--- src/pces_pkg.sv ---
// constants for the second performance counter event selection
package pces_pkg;
	localparam int unsigned PCES_CNT_W     = 32;
	localparam int unsigned PCES_SEL_W     = 6;
	localparam int unsigned PCES_SEL3_W    = 5;
	// select field sits at big-endian bits 26..31, little-endian 5..0
	localparam int unsigned PCES_SEL2_LSB  = 0;
	// third counter select at big-endian bits 0..4, little-endian 31..27
	localparam int unsigned PCES_SEL3_LSB  = 27;
	// time-base lower bits 47,51,55,63 in little-endian lower-word terms
	localparam int unsigned PCES_TB_BIT0   = 16;
	localparam int unsigned PCES_TB_BIT1   = 12;
	localparam int unsigned PCES_TB_BIT2   = 8;
	localparam int unsigned PCES_TB_BIT3   = 0;
	localparam logic [31:0] PCES_CNT_RST   = 32'h0000_0000;
	localparam logic [5:0]  PCES_SEL_RST   = 6'h00;
	localparam logic [4:0]  PCES_SEL3_RST  = 5'h00;
	localparam logic [2:0]  PCES_MAX_COUNT = 3'h4;
	localparam logic [2:0]  PCES_MAX_STQ   = 3'h6;
	localparam logic [1:0]  PCES_BR_NONE   = 2'h0;
	localparam logic [1:0]  PCES_BR_BAD    = 2'h1;
	localparam logic [1:0]  PCES_BR_ONE    = 2'h2;
	localparam logic [1:0]  PCES_BR_TWO    = 2'h3;
	localparam logic [5:0] EV_NONE        = 6'h00;
	localparam logic [5:0] EV_CYCLES      = 6'h01;
	localparam logic [5:0] EV_COMPLETED   = 6'h02;
	localparam logic [5:0] EV_TB_TOGGLE   = 6'h03;
	localparam logic [5:0] EV_DISPATCHED  = 6'h04;
	localparam logic [5:0] EV_LOAD_MISS   = 6'h05;
	localparam logic [5:0] EV_DC_MISS     = 6'h06;
	localparam logic [5:0] EV_ITLB_MISS   = 6'h07;
	localparam logic [5:0] EV_BRANCHES    = 6'h08;
	localparam logic [5:0] EV_RESV_OK     = 6'h09;
	localparam logic [5:0] EV_SPR_READ    = 6'h0a;
	localparam logic [5:0] EV_ICBI        = 6'h0b;
	localparam logic [5:0] EV_FLUSH       = 6'h0c;
	localparam logic [5:0] EV_BR_RES      = 6'h0d;
	localparam logic [5:0] EV_SIA_RES     = 6'h0e;
	localparam logic [5:0] EV_MCI_RES     = 6'h0f;
	localparam logic [5:0] EV_BR_DISP     = 6'h10;
	localparam logic [5:0] EV_SIA_DISP    = 6'h11;
	localparam logic [5:0] EV_LOADS       = 6'h12;
	localparam logic [5:0] EV_MCI_DISP    = 6'h13;
	localparam logic [5:0] EV_SNOOP_HIT   = 6'h14;
	localparam logic [5:0] EV_EE_CLEAR    = 6'h15;
	localparam logic [5:0] EV_MCI_IDLE    = 6'h16;
	localparam logic [5:0] EV_SIB_IDLE    = 6'h17;
	localparam logic [5:0] EV_FP_IDLE     = 6'h18;
	localparam logic [5:0] EV_L2_INTERV   = 6'h19;
	localparam logic [5:0] EV_DISP4       = 6'h1a;
	localparam logic [5:0] EV_DISP3       = 6'h1b;
	localparam logic [5:0] EV_DISP2       = 6'h1c;
	localparam logic [5:0] EV_DISP1       = 6'h1d;
	localparam logic [5:0] EV_UNAL_STORE  = 6'h1e;
	localparam logic [5:0] EV_STQ_LEVEL   = 6'h1f;
endpackage

--- src/pces_tb_edge.sv ---
// time-base bit transition detector for the counter event select
`timescale 1ns/1ns
module pces_tb_edge
	import pces_pkg::*;
(
	input  wire logic        ref_clk,
	input  wire logic        rst_n,
	input  wire logic [31:0] timebase_lower,
	input  wire logic [1:0]  timebase_bit_selector,
	output logic             toggle
);
	logic tap;
	logic prev;
	logic primed;
	logic next_prev;
	logic next_primed;
	logic next_toggle;
	logic [1:0] sel_q;

	always_comb begin
		unique case (timebase_bit_selector)
			2'h0:    tap = timebase_lower[PCES_TB_BIT0];
			2'h1:    tap = timebase_lower[PCES_TB_BIT1];
			2'h2:    tap = timebase_lower[PCES_TB_BIT2];
			2'h3:    tap = timebase_lower[PCES_TB_BIT3];
		endcase
	end

	// a selector change re-primes, so switching taps is not a transition
	always_comb begin
		next_prev   = tap;
		next_primed = (sel_q == timebase_bit_selector);
		next_toggle = primed && (sel_q == timebase_bit_selector)
			&& (tap != prev);
	end

	always_ff @(posedge ref_clk or negedge rst_n) begin
		if (!rst_n) begin
			prev   <= 1'b0;
			primed <= 1'b0;
			toggle <= 1'b0;
			sel_q  <= 2'h0;
		end else begin
			prev   <= next_prev;
			primed <= next_primed;
			toggle <= next_toggle;
			sel_q  <= timebase_bit_selector;
		end
	end
endmodule

--- src/pces_counter.sv ---
// second performance counter with its event selection and counting
// Summary of operation
// - event select for counter 2 is control-0 bits 26..31
// - select zero: counter holds its value
// - code 01: add one every clock
// - code 02: add instructions completed per cycle, zero to four
// - code 03: count transitions of time-base bit 47, 51, 55 or 63
// - code 04: add instructions dispatched per cycle, zero to four
// - codes 05-07: load-miss cycles, in-order dcache misses, itlb misses
// - code 08: add completed branches, 00 none 10 one 11 two
// - codes 09-0b: reservation success, spr reads, icbi instructions
// - code 0c: count pipeline flushing instructions
// - codes 0d-0f: results from branch, simple-a, multicycle units
// - codes 10,11,13: dispatches to branch, simple-a, multicycle units
// - code 12: loads completed, cache ops and barriers included
// - code 14 snoop hits; code 15 cycles with interrupts disabled
// - codes 16-18: idle cycles of multicycle, simple-b, float units
// - code 19: intervention cycles regardless of transfer acknowledge
// - codes 1a-1d: cycles with four, three, two, one dispatched
// - code 1e: count unaligned stores
// - code 1f: add store queue occupancy, at most six
// - counter 3 select is control-1 bits 0..4
// - counting runs from control-0 write until a monitor interrupt with freeze set
// - freeze bit set: monitor interrupt stops counting
`timescale 1ns/1ns
module pces_counter
	import pces_pkg::*;
(
	input  wire logic                  ref_clk,
	input  wire logic                  rst_n,
	input  wire logic [31:0]           monitor_control_0,
	input  wire logic                  monitor_control_0_write,
	input  wire logic [31:0]           monitor_control_1,
	input  wire logic                  monitor_control_1_write,
	input  wire logic                  counter_freeze_on_interrupt,
	input  wire logic                  monitor_interrupt,
	input  wire logic                  perf_counter_2_write,
	input  wire logic [PCES_CNT_W-1:0] perf_counter_2_wdata,
	input  wire logic [1:0]            timebase_bit_selector,
	input  wire logic [31:0]           timebase_lower,
	input  wire logic [2:0]            completed_count,
	input  wire logic [2:0]            dispatched_count,
	input  wire logic [1:0]            branches_completed,
	input  wire logic [2:0]            store_queue_count,
	input  wire logic                  load_miss_busy,
	input  wire logic                  dcache_miss_in_order,
	input  wire logic                  itlb_miss,
	input  wire logic                  reservation_success,
	input  wire logic                  spr_read_dispatched,
	input  wire logic                  icbi_seen,
	input  wire logic                  flush_instruction,
	input  wire logic                  branch_unit_result,
	input  wire logic                  simple_int_unit_a_result,
	input  wire logic                  multicycle_int_unit_result,
	input  wire logic                  branch_unit_dispatch,
	input  wire logic                  simple_int_unit_a_dispatch,
	input  wire logic                  load_completed,
	input  wire logic                  multicycle_int_unit_dispatch,
	input  wire logic                  snoop_hit,
	input  wire logic                  external_interrupt_enable,
	input  wire logic                  multicycle_int_unit_idle,
	input  wire logic                  simple_int_unit_b_idle,
	input  wire logic                  float_unit_idle,
	input  wire logic                  secondary_cache_intervention,
	input  wire logic                  unaligned_store,
	output logic [PCES_CNT_W-1:0]      perf_counter_2,
	output logic [PCES_SEL_W-1:0]      counter_2_select,
	output logic [PCES_SEL3_W-1:0]     perf_counter_3_select,
	output logic                       counting_active
);
	logic                  tb_toggle;
	logic [2:0]            inc;
	logic [PCES_CNT_W-1:0] next_perf_counter_2;
	logic [PCES_SEL_W-1:0] next_counter_2_select;
	logic [PCES_SEL3_W-1:0] next_perf_counter_3_select;
	logic                  next_counting_active;

	pces_tb_edge u_tb_edge (
		.ref_clk               (ref_clk),
		.rst_n                 (rst_n),
		.timebase_lower        (timebase_lower),
		.timebase_bit_selector (timebase_bit_selector),
		.toggle                (tb_toggle)
	);

	// counts above the documented maxima are out of range and add nothing
	function automatic logic [2:0] clip(input logic [2:0] v,
		input logic [2:0] lim);
		clip = (v > lim) ? 3'h0 : v;
	endfunction

	// per-cycle increment for the selected event
	always_comb begin
		inc = 3'h0;
		unique case (counter_2_select)
			EV_NONE:       inc = 3'h0;
			EV_CYCLES:     inc = 3'h1;
			EV_COMPLETED:  inc = clip(completed_count,
				PCES_MAX_COUNT);
			EV_TB_TOGGLE:  inc = {2'h0, tb_toggle};
			EV_DISPATCHED: inc = clip(dispatched_count,
				PCES_MAX_COUNT);
			EV_LOAD_MISS:  inc = {2'h0, load_miss_busy};
			EV_DC_MISS:    inc = {2'h0, dcache_miss_in_order};
			EV_ITLB_MISS:  inc = {2'h0, itlb_miss};
			EV_BRANCHES: begin
				unique case (branches_completed)
					PCES_BR_ONE: inc = 3'h1;
					PCES_BR_TWO: inc = 3'h2;
					PCES_BR_BAD: inc = 3'h0;
					PCES_BR_NONE: inc = 3'h0;
				endcase
			end
			EV_RESV_OK:    inc = {2'h0, reservation_success};
			EV_SPR_READ:   inc = {2'h0, spr_read_dispatched};
			EV_ICBI:       inc = {2'h0, icbi_seen};
			EV_FLUSH:      inc = {2'h0, flush_instruction};
			EV_BR_RES:     inc = {2'h0, branch_unit_result};
			EV_SIA_RES:    inc = {2'h0, simple_int_unit_a_result};
			EV_MCI_RES:    inc = {2'h0, multicycle_int_unit_result};
			EV_BR_DISP:    inc = {2'h0, branch_unit_dispatch};
			EV_SIA_DISP:   inc = {2'h0, simple_int_unit_a_dispatch};
			EV_LOADS:      inc = {2'h0, load_completed};
			EV_MCI_DISP:   inc = {2'h0,
				multicycle_int_unit_dispatch};
			EV_SNOOP_HIT:  inc = {2'h0, snoop_hit};
			EV_EE_CLEAR:   inc = {2'h0, !external_interrupt_enable};
			EV_MCI_IDLE:   inc = {2'h0, multicycle_int_unit_idle};
			EV_SIB_IDLE:   inc = {2'h0, simple_int_unit_b_idle};
			EV_FP_IDLE:    inc = {2'h0, float_unit_idle};
			// transfer acknowledge deliberately plays no part here
			EV_L2_INTERV:  inc = {2'h0,
				secondary_cache_intervention};
			EV_DISP4:      inc = {2'h0, dispatched_count == 3'h4};
			EV_DISP3:      inc = {2'h0, dispatched_count == 3'h3};
			EV_DISP2:      inc = {2'h0, dispatched_count == 3'h2};
			EV_DISP1:      inc = {2'h0, dispatched_count == 3'h1};
			EV_UNAL_STORE: inc = {2'h0, unaligned_store};
			EV_STQ_LEVEL:  inc = clip(store_queue_count,
				PCES_MAX_STQ);
			default:       inc = 3'h0;
		endcase
	end

	// control capture and run state
	always_comb begin
		next_counter_2_select      = counter_2_select;
		next_perf_counter_3_select = perf_counter_3_select;
		next_counting_active       = counting_active;
		if (monitor_control_1_write) begin
			next_perf_counter_3_select =
				monitor_control_1[PCES_SEL3_LSB +: PCES_SEL3_W];
		end
		// a rewrite restarts counting even in the cycle of an interrupt
		if (monitor_control_0_write) begin
			next_counter_2_select =
				monitor_control_0[PCES_SEL2_LSB +: PCES_SEL_W];
			next_counting_active = 1'b1;
		end else if (monitor_interrupt && counter_freeze_on_interrupt) begin
			next_counting_active = 1'b0;
		end
	end

	// counter update; a software load takes priority over counting
	always_comb begin
		next_perf_counter_2 = perf_counter_2;
		if (perf_counter_2_write) begin
			next_perf_counter_2 = perf_counter_2_wdata;
		end else if (counting_active && !(monitor_interrupt
			&& counter_freeze_on_interrupt)) begin
			next_perf_counter_2 = perf_counter_2
				+ {{(PCES_CNT_W-3){1'b0}}, inc};
		end
	end

	always_ff @(posedge ref_clk or negedge rst_n) begin
		if (!rst_n) begin
			perf_counter_2        <= PCES_CNT_RST;
			counter_2_select      <= PCES_SEL_RST;
			perf_counter_3_select <= PCES_SEL3_RST;
			counting_active       <= 1'b0;
		end else begin
			perf_counter_2        <= next_perf_counter_2;
			counter_2_select      <= next_counter_2_select;
			perf_counter_3_select <= next_perf_counter_3_select;
			counting_active       <= next_counting_active;
		end
	end
endmodule

--- config.mk ---
export PLATFORM = sky130hd
export DESIGN_NAME = pces_counter
export DESIGN_NICKNAME = d
export VERILOG_FILES = /design/src/pces_pkg.sv /design/src/pces_tb_edge.sv /design/src/pces_counter.sv
export SDC_FILE = /design/constraint.sdc
export NUM_CORES = 1
export LEC_CHECK = 0
export BUFFER_PORTS_ARGS = -buffer_cell sky130_fd_sc_hd__buf_4
export CORE_MARGIN = 3
export CORE_UTILIZATION = 26
export DETAILED_ROUTE_END_ITERATION = 8
export GPL_TIMING_DRIVEN = 0
export PLACE_DENSITY = 0.53
export SYNTH_ARGS = -nofsm -noshare
export SYNTH_HDL_FRONTEND = slang
export SYNTH_SLANG_ARGS = --single-unit
--- constraint.sdc ---
create_clock -name ref_clk -period 3.86 [get_ports ref_clk]
set_input_delay 0.579 -clock ref_clk [delete_from_list [all_inputs] [get_ports ref_clk]]
set_output_delay 0.579 -clock ref_clk [all_outputs]
set_load 0.01 [all_outputs]
==> results.md <==
* Cell internal pwr at 0.000998 W
* Post-synth top area cell: dfrtp_1
* Number of top-level pins at 213
* Number of search-and-repair iterations in the first detailed-routing pass at 4
* Number of enable flip-flop cells after synthesis at 0
* Post-Route Skew at 5.69 ps
* Dominant cell by count in the synthesized netlist: nand2_1
* Async set-reset flop share out of synthesis at 1.00
* Most common library cells after synthesis: 51 x nand2_1, 49 x dfrtp_1, 40 x o21ai_0
* Outcome: finished clean
* Number of different library cells in the post-synthesis netlist at 48
* Num Clock Sinks at 49
* Buffers inserted during post-CTS setup optimization at 0
* Hold/Removal Path Class: in -> async
* Category of the worst setup path launch point: flip-flop
* Placed cell count at 617
* Fraction of power consumed by combinational cells at 0.260
* Sequential Power Share at 0.437
* Wire length of the first global-routing pass at 15,700 um
* Core outline area at 11,500 sq um
* Post-layout net count at 653
* Share of post-route cells with drive strength above 1 at 0.339
* Antenna diode instance count at 0
* Root cell of the clock tree: clkbuf_16
* Routed wire length per instance at 15.9 um
* Layout Area Growth over Synthesis at 42.4%
* Final Wtd Congestion at 0.783
* Share of synthesized area occupied by flip-flops and latches at 0.398
* Sw Share at 0.294
* Drt drc at 0
* Required arrival time at the worst endpoint at 4010 ps
* Number of design-rule violations left by the first detailed-router iteration at 189
* Die Footprint at 13,200 sq um
* Insertion delay of the later-clocked pin in the worst-skew pair at 280 ps
* Clock tree from TritonCTS: yes
* Post-DRT Antenna Nets at 0
* Clock-pin transition on the worst setup and hold timing paths at 70 ps
* Via count of the first global-routing pass at 3,181
* Site Rows at 39
* Transition time at the pin with the least slew margin at 663 ps
* Final clock period utilization by the worst path at 0.933
* Horiz. Die Dim at 115 um
* Register area at 1230 sq um
* Post-route non-filler standard cell count at 624
* Total CTS buffers at 5
* Final-layout fill cell count at 1,190
* Final critical delay including setup and external delays at 3600 ps
* Yosys warning count at 0
* Initial Util at 0.268
* Headroom to the max-slew limit at 0.558
* Overflow left after global routing at 0
* Number of vias per cell after detailed routing at 4.94
* Dominant synthesized flop cell: dfrtp_1
* H-tree depth reported by CTS at 2
* Biggest area contributors in the synthesized netlist: dfrtp_1 40%, xnor2_1 7.7%, o21ai_0 6.5%, nand2_1 6.2%, mux2_2 5.1%
* Post-synthesis instance area at 3080 sq um
* Footprint of the multi-input gates at 1750 sq um
* Final hold vios at 0
* Peak supply drop at 0.173 mV
* Timing-limited maximum frequency at 0.278 GHz
* Gate count after technology mapping at 345
* Global Route Usage Sum at 0.147
* Sort of element at the end of the critical path: flip-flop
* Per-instance average area after synthesis at 8.93 sq um
* Net switching power at 0.000416 W
* Max-cap viol count at 0
* Port Buf Inserts at 129
* Setup violations, final at 0
* Syn nets at 518
* Arrival time at the worst endpoint at 3760 ps
* Final design utilization at 0.381
* Setup repair after global routing missed its margin: false
* Max-slew violation total from the final report at 0
* Path type of the worst setup path: reg -> reg
* Number of buffers on the longest clock path at 2
* Power per unit of standard cell area at 322 nW/um^2
* HPWL Detailed at 7600 um
* Largest driver fanout on the critical path at 10
* Number of antenna violations at the first check in global routing at 0
* Count of state elements after synthesis at 49
* DR vias at 3,085
* Post-Route WL at 9950 um
* Leakage power at 1.88 nW
* Floorplan die height at 115 um
* Area share of the largest cell type after synthesis at 0.398
* Part of the power in the clock network at 0.302
* Largest net degree at the start of global routing at 50
-- stage by stage --
stage               total power (W)  setup WS, ps  setup TNS [ps]  cell area, sq um  hold WS, ps
finish                      0.00141           257               0              4390          338
detailed placement          0.00100         -71.7            -123              4230          463
global route                0.00150          1.02               0              4390          395
floorplan                  0.000791           534               0              3080          283
CTS                         0.00144          21.5               0              4380          366
global placement           0.000996          4.37               0              4230          470
-- layout make-up --
class,instances,share of cell area
multi-input cells,263,0.398
well taps,143,0.0408
clock buffers,8,0.0311
flip-flops and latches,49,0.279
plain buffers,21,0.0211
repair buffers,129,0.221
inverters,11,0.00941
-- worst max-delay path, stage by stage, from the launching register on --
cell	delay, ps
dfrtp_1	370
clkbuf_1	210
or4b_1	540
or3_1	300
o21ai_0	130
a311oi_1	90
nand4_1	130
ha_1	170
inv_1	50
fa_1	380
nor2b_1	190
o21bai_2	140
buf_4	210
nor4_2	320
xnor2_1	160
o21ai_0	80
-- power groups by stage --
stage | logic, W | clock network (W) | registers (W)
6_report | 0.000368 | 0.000427 | 0.000619
5_1_grt | 0.000411 | 0.000465 | 0.000628
4_1_cts | 0.000377 | 0.000444 | 0.000616
3_5_place_dp | 0.000374 | 0 | 0.000626
3_3_place_gp | 0.000371 | 0 | 0.000625
2_1_floorplan | 0.000156 | 0 | 0.000635
-- registers in the layout, indices dropped and copies added, names as in the netlist --
| signal | cells |
|---|---|
| counter_2_select | 6 |
| u_tb_edge.toggle | 1 |
| u_tb_edge.prev | 1 |
| u_tb_edge.sel_q | 2 |
| perf_counter_3_select | 5 |
| perf_counter_2 | 32 |
| u_tb_edge.primed | 1 |
| counting_active | 1 |
-- per-layer routing --
layer,vias up,global-route usage,share of wire
met1,1469,0.195,0.44
met2,108,0.253,0.49
met3,8,0.0153,0.054
met5,-,0,0
met4,0,0.0423,0.0096
li1,1500,-,-
-- logic make-up after synthesis --
kind of cell | count (synthesis) | synth area share
mux | 19 | 0.0715
flops | 49 | 0.398
compound gates | 66 | 0.129
fa+ha+maj | 4 | 0.0187
xor+xnor | 31 | 0.0881
buf+inv | 33 | 0.0422
simple gates | 143 | 0.253
-- final timing paths --
path	from	endpoint	slack, ps	cells past startpoint
worst min-delay path	rst_n	perf_counter_2[3]	340	1
worst max-delay path	counter_2_select[0]	perf_counter_2[22]	260	15
max in group asynchronous	rst_n	perf_counter_2[19]	3090	1
worst max register to register	counter_2_select[0]	perf_counter_2[22]	260	15
min in group ref_clk	timebase_bit_selector[1]	u_tb_edge.sel_q[1]	430	1
worst min register to register	u_tb_edge.primed	u_tb_edge.toggle	480	1
-- cell usage in the layout, fill, tap and decap left out, types with 4 or more instances in the layout --
cell type  synthesis  final
a21oi_1            5      4
and3_1             6      6
and4_1             5      5
buf_4              1    131
clkbuf_1          18     16
clkbuf_16          0      5
dfrtp_1           49     49
inv_1             11     11
mux2_2            14     14
mux2i_1            4      4
nand2_1           51     51
nand2b_1           4      4
nand3_1            7      7
nand4_1            4      4
nor2_1             9      9
nor2b_1            5      5
nor3_1            15     15
nor4_1            16     14
o21ai_0           40     40
o31a_1             4      4
xnor2_1           27     27
xor2_1             4      4
-- what timing repair did --
item	in CTS	in global routing
resized for setup	3	11
hold buffers	0	0
endpoints found under the hold margin	0	0
endpoints found under the setup margin	4	23
(Power assumes the default switching activity.)
